$ cat src/rtl/csm_pkg.sv
package csm_pkg;
  // ---------------------------------------------------------------
  // Register offsets (byte addresses)
  // ---------------------------------------------------------------
  localparam logic [7:0] OFF_DATA = 8'h00;
  localparam logic [7:0] OFF_MODE = 8'h04;
  localparam logic [7:0] OFF_OPER = 8'h08;
  localparam logic [7:0] OFF_STAT = 8'h0C;
  localparam logic [7:0] OFF_START = 8'h10;
  localparam logic [7:0] OFF_STOP = 8'h14;
  localparam logic [7:0] OFF_OE = 8'h18;
  localparam logic [7:0] OFF_LVL = 8'h1C;
  localparam logic [7:0] OFF_PRESC = 8'h20;
  localparam logic [7:0] OFF_PCLK = 8'h24;

  // ---------------------------------------------------------------
  // Field positions
  // ---------------------------------------------------------------
  localparam int MODE_ISS = 0;
  localparam int MODE_CKS = 1;
  localparam int OPER_DAP = 0;
  localparam int OPER_CKP = 1;
  localparam int OPER_LSB = 2;
  localparam int OPER_LEN8 = 3;
  localparam int STAT_TSF = 0;
  localparam int STAT_BFF = 1;
  localparam int STAT_OVF = 2;
  localparam int STAT_SE = 3;
  localparam int LVL_SDO = 0;
  localparam int LVL_SCK = 1;
  localparam int DATA_BAUD_LSB = 9;
  localparam int DATA_BAUD_MSB = 15;
  localparam int PRESC_A_LSB = 0;
  localparam int PRESC_B_LSB = 4;

  // ---------------------------------------------------------------
  // Reset values and counts
  // ---------------------------------------------------------------
  localparam logic [1:0] RST_LVL = 2'h3;
  localparam logic RST_PCLK = 1'b1;
  localparam logic [3:0] RST_OPER = 4'h8;
  localparam logic [6:0] RST_BAUD = 7'h00;
  localparam logic [4:0] HALVES_8 = 5'h10;
  localparam logic [4:0] HALVES_7 = 5'h0E;
  localparam logic [1:0] RESP_OKAY = 2'h0;
  localparam logic [1:0] RESP_SLVERR = 2'h2;

  typedef enum logic {
    CSM_IDLE = 1'b0,
    CSM_SHIFT = 1'b1
  } csm_state_t;
endpackage

$ cat src/rtl/csm_axil_slave.sv
`timescale 1ns/1ps
module csm_axil_slave (
  // Clock and reset
  input wire logic sys_clk,
  input wire logic rst,
  // AXI4-Lite write
  input wire logic [7:0] awaddr,
  input wire logic awvalid,
  output logic awready,
  input wire logic [31:0] wdata,
  input wire logic [3:0] wstrb,
  input wire logic wvalid,
  output logic wready,
  output logic [1:0] bresp,
  output logic bvalid,
  input wire logic bready,
  // AXI4-Lite read
  input wire logic [7:0] araddr,
  input wire logic arvalid,
  output logic arready,
  output logic [31:0] rdata,
  output logic [1:0] rresp,
  output logic rvalid,
  input wire logic rready,
  // Register side
  output logic wr_en,
  output logic [7:0] wr_addr,
  output logic [31:0] wr_data,
  output logic [3:0] wr_strb,
  input wire logic wr_hit,
  output logic rd_en,
  output logic [7:0] rd_addr,
  input wire logic [31:0] rd_data,
  input wire logic rd_hit
);
  logic aw_full;
  logic w_full;

  assign awready = !aw_full;
  assign wready = !w_full;
  assign wr_en = aw_full && w_full && !bvalid;
  assign arready = !rvalid;
  assign rd_en = arvalid && !rvalid;
  assign rd_addr = araddr;

  always_ff @(posedge sys_clk)
  begin
    if (rst)
    begin
      aw_full <= 1'b0;
      w_full <= 1'b0;
      wr_addr <= 8'h00;
      wr_data <= 32'h0000_0000;
      wr_strb <= 4'h0;
      bvalid <= 1'b0;
      bresp <= csm_pkg::RESP_OKAY;
    end
    else
    begin
      if (awvalid && !aw_full)
      begin
        aw_full <= 1'b1;
        wr_addr <= awaddr;
      end
      else if (wr_en)
        aw_full <= 1'b0;
      if (wvalid && !w_full)
      begin
        w_full <= 1'b1;
        wr_data <= wdata;
        wr_strb <= wstrb;
      end
      else if (wr_en)
        w_full <= 1'b0;
      if (wr_en)
      begin
        bvalid <= 1'b1;
        bresp <= wr_hit ? csm_pkg::RESP_OKAY : csm_pkg::RESP_SLVERR;
      end
      else if (bready)
        bvalid <= 1'b0;
    end
  end

  always_ff @(posedge sys_clk)
  begin
    if (rst)
    begin
      rvalid <= 1'b0;
      rdata <= 32'h0000_0000;
      rresp <= csm_pkg::RESP_OKAY;
    end
    else if (rd_en)
    begin
      rvalid <= 1'b1;
      rdata <= rd_hit ? rd_data : 32'h0000_0000;
      rresp <= rd_hit ? csm_pkg::RESP_OKAY : csm_pkg::RESP_SLVERR;
    end
    else if (rready)
      rvalid <= 1'b0;
  end
endmodule

$ cat src/rtl/csm_baud_gen.sv
`timescale 1ns/1ps
module csm_baud_gen #(
  parameter bit FAST_CHANNEL = 1'b1
) (
  // Clock and reset
  input wire logic sys_clk,
  input wire logic rst,
  // Setup
  input wire logic [3:0] presc_a,
  input wire logic [3:0] presc_b,
  input wire logic clk_sel,
  input wire logic [6:0] baud,
  input wire logic run,
  // Half serial period strobe
  output logic half_tick
);
  logic [14:0] pre;
  logic [6:0] cnt;
  wire logic [3:0] k_sel;
  wire logic [14:0] mask;
  wire logic op_tick;
  wire logic [6:0] limit;

  // Second prescaler output chosen by the select bit
  assign k_sel = clk_sel ? presc_b : presc_a; // RULE25
  assign mask = 15'((16'h0001 << k_sel) - 16'h0001);
  assign op_tick = (pre & mask) == mask;
  // Slow channels cannot reach one system clock per half period
  assign limit = (!FAST_CHANNEL && k_sel == 4'h0 && baud == 7'h00) ? 7'h01 : baud; // RULE7
  assign half_tick = run && op_tick && cnt == limit; // RULE17

  always_ff @(posedge sys_clk)
  begin
    if (rst || !run)
      pre <= 15'h0000;
    else
      pre <= pre + 15'h0001;
  end

  // Divider restarts with each word so the first half period is whole
  always_ff @(posedge sys_clk)
  begin
    if (rst || !run)
      cnt <= 7'h00;
    else if (op_tick)
      cnt <= (cnt == limit) ? 7'h00 : cnt + 7'h01;
  end
endmodule

$ cat src/rtl/csm_channel.sv
`timescale 1ns/1ps
// How it works
// RULE1: Interrupt source bit may be rewritten mid-transfer without disturbing it.
// RULE2: Software flips interrupt source before the final word's last bit.
// RULE3: Master drives serial clock, shifts data out and samples data in together.
// RULE4: Interrupt fires at transfer end or when transmit buffer empties.
// RULE5: Only receive overrun is detected; no framing or parity checks.
// RULE6: Word length is selectable as 7 or 8 bits.
// RULE7: Fastest clock is system clock/2 here, /4 elsewhere; slowest 2*2^15*128.
// RULE8: Data phase bit set shifts data half a clock before clock starts.
// RULE9: Clock polarity bit selects normal or inverted serial clock.
// RULE10: Bit order is selectable, MSB first or LSB first.
// RULE11: Software waits for transfer-active clear before stopping, unless urgent.
// RULE12: Writing 1 to stop trigger clears channel-enabled status.
// RULE13: Output-enable cleared stops channel driving clock and data pins.
// RULE14: Removing peripheral clock enable resets the whole unit.
// RULE15: Software waits for slave to stop before resuming.
// RULE16: Software disables port pins around reconfiguration before restart.
// RULE17: Upper data register field divides operation clock for baud rate.
// RULE18: With outputs disabled, output level register sets pin idle levels.
// RULE19: Output-enable set lets channel drive clock and data pins.
// RULE20: Writing 1 to start trigger sets channel-enabled; zeros do nothing.
// RULE21: Writing data low byte while enabled starts a transfer.
// RULE22: Writing data while buffer full overwrites the buffered word.
// RULE23: Interrupt source 0 means transfer end, 1 means buffer empty.
// RULE24: Receive-only software writes all-ones dummy data per word.
// RULE25: Operation clock picks prescaler clock a (0) or b (1).
// RULE26: Overrun sets when a word completes before the last was read.
// RULE27: Transfer-active is one from transfer start until the last bit shifted.
module csm_channel #(
  parameter bit FAST_CHANNEL = 1'b1
) (
  // Clock and reset
  input wire logic sys_clk,
  input wire logic rst,
  // AXI4-Lite write
  input wire logic [7:0] awaddr,
  input wire logic awvalid,
  output logic awready,
  input wire logic [31:0] wdata,
  input wire logic [3:0] wstrb,
  input wire logic wvalid,
  output logic wready,
  output logic [1:0] bresp,
  output logic bvalid,
  input wire logic bready,
  // AXI4-Lite read
  input wire logic [7:0] araddr,
  input wire logic arvalid,
  output logic arready,
  output logic [31:0] rdata,
  output logic [1:0] rresp,
  output logic rvalid,
  input wire logic rready,
  // Serial link
  output logic sck_out,
  output logic sdo_out,
  input wire logic sdi_in,
  // Channel interrupt
  output logic irq
);
  // ---------------------------------------------------------------
  // Registers and state
  // ---------------------------------------------------------------
  logic per_en;
  logic chan_en;
  logic oe;
  logic [1:0] lvl;
  logic md;
  logic cks;
  logic [3:0] oper;
  logic [6:0] baud;
  logic [7:0] presc;
  logic [7:0] txbuf;
  logic bff;
  logic [7:0] rxbuf;
  logic rx_unread;
  logic ovf;
  logic [7:0] txw;
  logic [7:0] rxw;
  logic [4:0] hh;
  csm_pkg::csm_state_t state;

  wire logic unit_rst;
  wire logic wr_en;
  wire logic [7:0] wr_addr;
  wire logic [31:0] wr_data;
  wire logic [3:0] wr_strb;
  wire logic rd_en;
  wire logic [7:0] rd_addr;
  wire logic [31:0] rd_data;
  wire logic wr_hit;
  wire logic rd_hit;
  wire logic half_tick;

  function automatic logic hit(input logic [7:0] a, input logic [7:0] off);
    hit = a == off;
  endfunction

  function automatic logic hit_any(input logic [7:0] a);
    hit_any = hit(a, csm_pkg::OFF_DATA) || hit(a, csm_pkg::OFF_MODE)
      || hit(a, csm_pkg::OFF_OPER) || hit(a, csm_pkg::OFF_STAT)
      || hit(a, csm_pkg::OFF_START) || hit(a, csm_pkg::OFF_STOP)
      || hit(a, csm_pkg::OFF_OE) || hit(a, csm_pkg::OFF_LVL)
      || hit(a, csm_pkg::OFF_PRESC) || hit(a, csm_pkg::OFF_PCLK);
  endfunction

  // Physical bit slot for the i-th bit on the wire
  function automatic logic [2:0] slot(input logic [2:0] i, input logic lsb, input logic len8);
    slot = lsb ? i : (len8 ? 3'h7 - i : 3'h6 - i);
  endfunction

  // ---------------------------------------------------------------
  // Bus slave
  // ---------------------------------------------------------------
  csm_axil_slave u_bus (
    .sys_clk(sys_clk),
    .rst(rst),
    .awaddr(awaddr),
    .awvalid(awvalid),
    .awready(awready),
    .wdata(wdata),
    .wstrb(wstrb),
    .wvalid(wvalid),
    .wready(wready),
    .bresp(bresp),
    .bvalid(bvalid),
    .bready(bready),
    .araddr(araddr),
    .arvalid(arvalid),
    .arready(arready),
    .rdata(rdata),
    .rresp(rresp),
    .rvalid(rvalid),
    .rready(rready),
    .wr_en(wr_en),
    .wr_addr(wr_addr),
    .wr_data(wr_data),
    .wr_strb(wr_strb),
    .wr_hit(wr_hit),
    .rd_en(rd_en),
    .rd_addr(rd_addr),
    .rd_data(rd_data),
    .rd_hit(rd_hit)
  );

  assign wr_hit = hit_any(wr_addr);
  assign rd_hit = hit_any(rd_addr);

  // Whole unit except the bus slave and per_en held in reset while its clock supply is off
  assign unit_rst = rst || !per_en; // RULE14

  wire logic wr_b0 = wr_en && wr_strb[0];
  wire logic wr_data_lo = wr_b0 && hit(wr_addr, csm_pkg::OFF_DATA);
  wire logic wr_data_hi = wr_en && wr_strb[1] && hit(wr_addr, csm_pkg::OFF_DATA);
  wire logic wr_mode = wr_b0 && hit(wr_addr, csm_pkg::OFF_MODE);
  wire logic wr_oper = wr_b0 && hit(wr_addr, csm_pkg::OFF_OPER);
  wire logic wr_stat = wr_b0 && hit(wr_addr, csm_pkg::OFF_STAT);
  wire logic wr_oe = wr_b0 && hit(wr_addr, csm_pkg::OFF_OE);
  wire logic wr_lvl = wr_b0 && hit(wr_addr, csm_pkg::OFF_LVL);
  wire logic wr_presc = wr_b0 && hit(wr_addr, csm_pkg::OFF_PRESC);
  wire logic wr_pclk = wr_b0 && hit(wr_addr, csm_pkg::OFF_PCLK);
  wire logic start_wr = wr_b0 && hit(wr_addr, csm_pkg::OFF_START) && wr_data[0]; // RULE20
  wire logic stop_wr = wr_b0 && hit(wr_addr, csm_pkg::OFF_STOP) && wr_data[0]; // RULE12
  wire logic rd_data_reg = rd_en && hit(rd_addr, csm_pkg::OFF_DATA);

  wire logic dap = oper[csm_pkg::OPER_DAP];
  wire logic ckp = oper[csm_pkg::OPER_CKP];
  wire logic lsb = oper[csm_pkg::OPER_LSB];
  wire logic len8 = oper[csm_pkg::OPER_LEN8];
  wire logic tsf = state == csm_pkg::CSM_SHIFT; // RULE27
  wire logic [4:0] last_half = (len8 ? csm_pkg::HALVES_8 : csm_pkg::HALVES_7) - {4'h0, !dap};

  // ---------------------------------------------------------------
  // Engine decode
  // ---------------------------------------------------------------
  wire logic load = !tsf && chan_en && bff && !stop_wr; // RULE21
  wire logic done = tsf && half_tick && hh == last_half;
  // Sample on entering an odd half: rising edge for normal phase
  wire logic sample = tsf && half_tick && !hh[0] && !done; // RULE3
  wire logic lead = dap && hh == 5'h00; // RULE8
  wire logic phase_hi = lead ? 1'b1 : (hh[0] ^ dap);
  wire logic sck_eng = tsf ? phase_hi ^ ckp : lvl[csm_pkg::LVL_SCK]; // RULE9
  wire logic sdo_eng = tsf ? txw[slot(hh[3:1], lsb, len8)] : lvl[csm_pkg::LVL_SDO]; // RULE10
  wire logic next_sck = oe ? sck_eng : lvl[csm_pkg::LVL_SCK]; // RULE13 RULE18 RULE19
  wire logic next_sdo = oe ? sdo_eng : lvl[csm_pkg::LVL_SDO];
  wire logic next_irq = md ? load : done; // RULE4 RULE23
  // Overrun is the only error source; set wins over the clear
  wire logic next_ovf = (done && rx_unread && !rd_data_reg)
    || (ovf && !(wr_stat && wr_data[csm_pkg::STAT_OVF])); // RULE5 RULE26

  assign rd_data =
    hit(rd_addr, csm_pkg::OFF_DATA) ? {16'h0000, baud, 1'b0, rxbuf} :
    hit(rd_addr, csm_pkg::OFF_MODE) ? {30'h0, cks, md} :
    hit(rd_addr, csm_pkg::OFF_OPER) ? {28'h0, oper} :
    hit(rd_addr, csm_pkg::OFF_STAT) ? {28'h0, chan_en, ovf, bff, tsf} :
    hit(rd_addr, csm_pkg::OFF_OE) ? {31'h0, oe} :
    hit(rd_addr, csm_pkg::OFF_LVL) ? {30'h0, lvl} :
    hit(rd_addr, csm_pkg::OFF_PRESC) ? {24'h0, presc} :
    hit(rd_addr, csm_pkg::OFF_PCLK) ? {31'h0, per_en} : 32'h0000_0000;

  csm_baud_gen #(
    .FAST_CHANNEL(FAST_CHANNEL)
  ) u_baud (
    .sys_clk(sys_clk),
    .rst(unit_rst),
    .presc_a(presc[csm_pkg::PRESC_A_LSB +: 4]),
    .presc_b(presc[csm_pkg::PRESC_B_LSB +: 4]),
    .clk_sel(cks),
    .baud(baud),
    .run(tsf),
    .half_tick(half_tick)
  );

  // ---------------------------------------------------------------
  // Configuration registers
  // ---------------------------------------------------------------
  always_ff @(posedge sys_clk)
  begin
    if (rst)
      per_en <= csm_pkg::RST_PCLK;
    else if (wr_pclk)
      per_en <= wr_data[0];
  end

  always_ff @(posedge sys_clk)
  begin
    if (unit_rst)
    begin
      md <= 1'b0;
      cks <= 1'b0;
      oper <= csm_pkg::RST_OPER;
      baud <= csm_pkg::RST_BAUD;
      presc <= 8'h00;
      oe <= 1'b0;
      lvl <= csm_pkg::RST_LVL;
    end
    else
    begin
      if (wr_mode)
      begin
        md <= wr_data[csm_pkg::MODE_ISS]; // RULE1
        cks <= wr_data[csm_pkg::MODE_CKS];
      end
      if (wr_oper)
        oper <= wr_data[3:0]; // RULE6
      if (wr_data_hi)
        baud <= wr_data[csm_pkg::DATA_BAUD_MSB:csm_pkg::DATA_BAUD_LSB]; // RULE17
      if (wr_presc)
        presc <= wr_data[7:0];
      if (wr_oe)
        oe <= wr_data[0];
      if (wr_lvl)
        lvl <= wr_data[1:0];
    end
  end

  // ---------------------------------------------------------------
  // Channel status and buffers
  // ---------------------------------------------------------------
  always_ff @(posedge sys_clk)
  begin
    if (unit_rst)
    begin
      chan_en <= 1'b0;
      txbuf <= 8'h00;
      bff <= 1'b0;
      rxbuf <= 8'h00;
      rx_unread <= 1'b0;
      ovf <= 1'b0;
      irq <= 1'b0;
      sck_out <= csm_pkg::RST_LVL[csm_pkg::LVL_SCK];
      sdo_out <= csm_pkg::RST_LVL[csm_pkg::LVL_SDO];
    end
    else
    begin
      if (stop_wr)
        chan_en <= 1'b0;
      else if (start_wr)
        chan_en <= 1'b1;
      if (wr_data_lo && chan_en)
        txbuf <= wr_data[7:0]; // RULE22
      bff <= (wr_data_lo && chan_en) || (bff && !load);
      if (done)
        rxbuf <= len8 ? rxw : {1'b0, rxw[6:0]};
      rx_unread <= done || (rx_unread && !rd_data_reg);
      ovf <= next_ovf;
      irq <= next_irq;
      sck_out <= next_sck;
      sdo_out <= next_sdo;
    end
  end

  // ---------------------------------------------------------------
  // Shift engine
  // ---------------------------------------------------------------
  // An urgent stop abandons the word at once
  always_ff @(posedge sys_clk)
  begin
    if (unit_rst || stop_wr)
    begin
      state <= csm_pkg::CSM_IDLE;
      hh <= 5'h00;
    end
    else if (load)
    begin
      state <= csm_pkg::CSM_SHIFT;
      hh <= 5'h00;
    end
    else if (done)
      state <= csm_pkg::CSM_IDLE;
    else if (tsf && half_tick)
      hh <= hh + 5'h01;
  end

  always_ff @(posedge sys_clk)
  begin
    if (unit_rst)
    begin
      txw <= 8'h00;
      rxw <= 8'h00;
    end
    else if (load)
    begin
      txw <= txbuf;
      rxw <= 8'h00;
    end
    else if (sample)
      rxw[slot(hh[3:1], lsb, len8)] <= sdi_in; // RULE3 RULE10
  end

  // ---------------------------------------------------------------
  // Checks
  // ---------------------------------------------------------------
  a_start_sets_enable: assert property (@(posedge sys_clk) disable iff (unit_rst)
    start_wr && !stop_wr |=> chan_en) else $error("start did not enable"); // RULE20
  a_stop_halts_channel: assert property (@(posedge sys_clk) disable iff (unit_rst)
    stop_wr |=> !chan_en && !tsf) else $error("stop did not halt"); // RULE12
  a_pins_idle_level: assert property (@(posedge sys_clk) disable iff (unit_rst)
    !oe && !$past(wr_lvl) |=> sck_out == $past(lvl[1]) && sdo_out == $past(lvl[0]))
    else $error("idle levels not driven"); // RULE13
  a_write_fills_buf: assert property (@(posedge sys_clk) disable iff (unit_rst)
    wr_data_lo && chan_en |=> bff) else $error("data write lost"); // RULE21
  a_active_until_done: assert property (@(posedge sys_clk) disable iff (unit_rst)
    tsf && !done && !stop_wr |=> tsf) else $error("transfer ended early"); // RULE27
  a_irq_source_sel: assert property (@(posedge sys_clk) disable iff (unit_rst)
    irq |-> ($past(md) && $past(load)) || (!$past(md) && $past(done)))
    else $error("interrupt from wrong event"); // RULE4
  a_overrun_on_unread: assert property (@(posedge sys_clk) disable iff (unit_rst)
    done && rx_unread && !rd_data_reg |=> ovf) else $error("overrun missed"); // RULE26
  a_slow_rate_limit: assert property (@(posedge sys_clk) disable iff (unit_rst)
    !FAST_CHANNEL && half_tick |=> !half_tick) else $error("clock too fast"); // RULE7
  a_mode_write_safe: assert property (@(posedge sys_clk) disable iff (unit_rst)
    wr_mode && tsf && !done && !stop_wr |=> tsf && hh == $past(hh) + 5'($past(half_tick)))
    else $error("mode write disturbed transfer"); // RULE1
endmodule

$ cat config.mk
export PLATFORM = sky130hd
export DESIGN_NAME = csm_channel
export DESIGN_NICKNAME = d
export VERILOG_FILES = /design/src/rtl/csm_pkg.sv /design/src/rtl/csm_axil_slave.sv /design/src/rtl/csm_baud_gen.sv /design/src/rtl/csm_channel.sv
export SDC_FILE = /design/constraint.sdc
export NUM_CORES = 1
export LEC_CHECK = 0
export BUFFER_PORTS_ARGS = -buffer_cell sky130_fd_sc_hd__buf_2
export CORE_MARGIN = 5
export CORE_UTILIZATION = 45
export CTS_CLUSTER_DIAMETER = 80
export DETAILED_ROUTE_END_ITERATION = 8
export PLACE_DENSITY = 0.74
export SETUP_SLACK_MARGIN = 0.1
export SLEW_MARGIN = 40
export SYNTH_ARGS = -nofsm -noshare
export SYNTH_HDL_FRONTEND = slang
export SYNTH_HIERARCHICAL = 1
export SYNTH_SLANG_ARGS = --single-unit
$ cat constraint.sdc
create_clock -name sys_clk -period 6 [get_ports sys_clk]
set_clock_uncertainty 0.15 [all_clocks]
set_input_delay 1.2 -clock sys_clk [delete_from_list [all_inputs] [get_ports sys_clk]]
set_output_delay 1.2 -clock sys_clk [all_outputs]
set_load 0.02 [all_outputs]
==> tab_implementation.tex <==
\begin{tabular}{lr}
\hline
Metric & Value \\
\hline
\multicolumn{2}{l}{\textbf{Run status}} \\
\quad Outcome & complete, no violations \\
\multicolumn{2}{l}{\textbf{Clock network}} \\
\quad TritonCTS Buffers & 17 \\
\quad Number of gates resized after cts & 0 \\
\quad Worst-path clk slew & roughly 0.06 ns \\
\quad Clock tree from TritonCTS & yes \\
\quad CTS Hold Buffers Added & 0 \\
\quad Clock latency of the later-clocked register in the worst-skew pair & between 0.4 and 0.5 ns \\
\quad CTS max path bufs & 2 \\
\quad Root cell of the clock tree & sky130\_fd\_sc\_hd\_\_clkbuf\_16 \\
\quad Sinks on Clock Net & between 150 and 200 \\
\quad Setup Fix Bufs, Post-CTS & 0 \\
\quad Maximum level of the CTS H-tree & 4 \\
\multicolumn{2}{l}{\textbf{Floorplan}} \\
\quad Die extent in x & between 100 and 150 um \\
\quad Starting Density & 45.5\% \\
\quad Die H & roughly 140 um \\
\quad Row count & 48 \\
\quad Number of placed I/O pins & 104 \\
\quad Floorplan die area & about 0.020 mm2 \\
\quad Core outline area & approximately 0.017 mm2 \\
\multicolumn{2}{l}{\textbf{Logic synthesis}} \\
\quad Summed instance area of the synthesized netlist & between 0.007 and 0.008 mm2 \\
\quad Number of warnings reported in the yosys synthesis log & 6 \\
\quad Mean instance size in the synthesized netlist & 8.62 um2 \\
\quad Post-synthesis cell count & about 900 \\
\multicolumn{2}{l}{\textbf{STA}} \\
\quad Final-report hold violation count & 0 \\
\quad Worst slack on hold paths & between 0.3 and 0.4 ns \\
\quad Transition time of the tightest slew-check pin & roughly 0.8 ns \\
\quad Time the worst path needs with I/O delays and setup & between 5 and 6 ns \\
\quad Setup Viol. Count Final & 0 \\
\quad Slew Viols, Final & 0 \\
\quad Slew headroom & a little under half \\
\quad Post-route clock period utilization & a little over four fifths \\
\quad Max Fclk & a little under 200 MHz \\
\quad Final-layout setup total negative slack & 0 ns \\
\quad Setup repair after global routing missed its margin & no \\
\multicolumn{2}{l}{\textbf{Critical path}} \\
\quad Worst Setup Path Type & reg -> reg \\
\quad Slowest CP cell & sky130\_fd\_sc\_hd\_\_dfxtp\_1 \\
\quad Register-to-Register Setup Slack & approximately 0.97 ns \\
\quad Critical path capture point type & register \\
\quad Worst-case reg-to-reg path depth & 15 \\
\quad CP Launch Type & register \\
\quad Cell chain of the critical path & buf\_4, mux2i\_1, nand3\_1, ha\_1, inv\_1, xnor2\_1, a22oi\_1, o2111ai\_1, or4\_4, nor2\_1, nand2\_1, inv\_1, nand2b\_1, mux2\_2, nor2\_1 \\
\quad Crit path from & cks \\
\quad Critical R2R Launch & cks \\
\quad Capturing point of the worst reg2reg path & irq \\
\quad Data arrival time at the worst-slack endpoint & about 5.2 ns \\
\quad Highest fanout seen on the critical path & 15 \\
\quad Delay of the slowest critical-path stage & 0.68 ns \\
\quad CP endpoint & irq \\
\quad Required time of the worst setup path & approximately 6.2 ns \\
\multicolumn{2}{l}{\textbf{Global route}} \\
\quad GR Layer Usage met1 & around 24\% \\
\quad Residual overflow from global routing & 0 \\
\quad First-pass GRT wire length & around 31000 um \\
\quad GRT Util Overall & between 10\% and 20\% \\
\quad Largest net degree at the start of global routing & 65 \\
\quad Vias in the first global route & around 6200 \\
\quad GRT busiest layer & met2 \\
\quad GRT met3 Usage & under 10\% \\
\quad Met2 demand-to-capacity share in global routing & around 32\% \\
\quad Initial antenna violation count & 0 \\
\multicolumn{2}{l}{\textbf{Power}} \\
\quad Portion of total power attributed to sequential cells & approximately 47\% \\
\quad Clock power share & about half \\
\quad Sw power & roughly 500 uW \\
\quad Leakage Power & 3.42 nW \\
\quad Max VDD drop & about 190 uV \\
\quad P\_int & 1.75 mW \\
\quad Cell area power density & around 260 mW/mm2 \\
\quad Combinational share of power & 5.1\% \\
\quad Proportion of total power due to net switching & between 20\% and 30\% \\
\multicolumn{2}{l}{\textbf{Finish}} \\
\quad Area of all sequential standard cells & around 0.0031 mm2 \\
\quad Number of inserted filler cells in the final layout & between 1500 and 2000 \\
\quad Number of inserted diodes & 0 \\
\quad Post-route standard cell area excluding fillers & roughly 0.0087 mm2 \\
\quad Fraction of layout cells with a size suffix above 1 & a little over a fifth \\
\quad Growth of design area from synthesis to finish & 12.0\% \\
\quad Layout Nets & between 1000 and 1500 \\
\quad Final Non-Filler Cells & $\sim$1200 \\
\quad Area taken by multi-input logic gates & between 0.004 and 0.005 mm2 \\
\quad Core Util, Final & about half \\
\multicolumn{2}{l}{\textbf{Detailed routing}} \\
\quad Post-route ant nets & 0 \\
\quad Drt total wl & roughly 19000 um \\
\quad Detailed-router iteration count before antenna repair & 7 \\
\quad Total via count after detailed routing & around 6500 \\
\quad Drt wl/cell & between 15 and 20 um \\
\quad Drt initial violations & 540 \\
\quad Number of design rule violations left after detail routing & 0 \\
\quad Vias per cell & between 5 and 6 \\
\multicolumn{2}{l}{\textbf{Placed design}} \\
\quad Instance area at placement & 0.00810 mm2 \\
\quad Buffers on Ports & about 80 \\
\quad Placer Congestion & about 0.90 \\
\quad Detail Placement HPWL & between 10000 and 15000 um \\
\quad Number of placed instances, taps included & roughly 1200 \\
\multicolumn{2}{l}{\textbf{Flow run}} \\
\quad Max-cap check violation count & 0 \\
\multicolumn{2}{l}{\textbf{Hold path}} \\
\quad Class of the worst hold path & reg -> reg \\
\quad WHS Path Cells & 2 \\
\quad Beginning of the worst hold path & u\_bus/rdata[22] \\
\hline
\end{tabular}
==> routing by layer <==
layer | vias to the layer above | share of wire (%)
li1 | 3212 | -
met1 | 3085 | 44
met2 | 175 | 50
met3 | 21 | 5.1
met4 | 0 | 1.3
met5 | - | 0
==> flip-flops by register name, summed over array words and instances, names as in the netlist, 2 cells and up <==
register	flops
txbuf	8
u_bus/wr_data	15
lvl	2
presc	8
u_bus/rdata	32
u_bus/wr_strb	2
rxbuf	8
txw	8
oper	4
u_baud/pre	15
hh	5
u_baud/cnt	7
rxw	8
u_bus/wr_addr	8
baud	7
==> power by group through the flow <==
stage	clock, mW	sequential, mW	combinational [mW]
final	1.09	1.06	0.115
after CTS	1.11	1.06	0.113
after detailed placement	0	1.08	0.112
after global placement	0	1.08	0.111
after floorplan	0	1.08	0.100
after global routing	1.16	1.06	0.128
==> per-stage QoR <==
step / power [mW] / setup WS (ns)
after floorplan: 1.18 / 2.19
after global placement: 1.19 / 1.14
after detailed placement: 1.19 / 1.05
after CTS: 2.28 / 1.02
after global routing: 2.34 / 0.596
final: 2.26 / 0.967
==> layout make-up <==
cell class	count	area share, %
multi-input cells	678	48.2
well taps	225	3.22
clock buffers	19	5.19
repair buffers	88	5.36
clock inverters	12	1.69
inverters	16	0.831
flip-flops and latches	155	35.5
==> cell usage in the layout (no fill, tap or decap), types with 8 or more instances in the layout <==
master	count
sky130_fd_sc_hd__nor3_1	9
sky130_fd_sc_hd__nor2_1	89
sky130_fd_sc_hd__a21oi_1	66
sky130_fd_sc_hd__o21ai_0	20
sky130_fd_sc_hd__inv_1	14
sky130_fd_sc_hd__nand3_1	41
sky130_fd_sc_hd__conb_1	19
sky130_fd_sc_hd__nand2b_1	8
sky130_fd_sc_hd__xor2_1	18
sky130_fd_sc_hd__mux2i_1	46
sky130_fd_sc_hd__clkbuf_16	17
sky130_fd_sc_hd__and2_1	11
sky130_fd_sc_hd__xnor2_1	11
sky130_fd_sc_hd__ha_1	8
sky130_fd_sc_hd__nand2_1	145
sky130_fd_sc_hd__nand3_2	28
sky130_fd_sc_hd__dfxtp_1	155
sky130_fd_sc_hd__nand4_1	8
sky130_fd_sc_hd__a21oi_2	30
sky130_fd_sc_hd__buf_2	82
==> worst min-delay path by stage <==
stage	endpoint
final	u_bus/rdata[22]
after global routing	rxw[7]
after CTS	u_bus/wr_data[15]
after detailed placement	u_bus/rdata[0]
after global placement	u_bus/rdata[31]
after floorplan	txbuf[4]
==> worst max-delay path, delay by kind of cell (launching register included) <==
| family | cells | cell delay, ns |
|---|---|---|
| AOI/OAI and AO/OA | 2 | 0.27 |
| xor gates and xnor gates | 1 | 0.10 |
| adders and majority gates | 1 | 0.35 |
| buffers and inverters | 3 | 0.67 |
| DFF | 1 | 0.68 |
| muxes | 2 | 1.08 |
| and+or+nand+nor | 6 | 1.65 |
(Power assumes the default switching activity.)
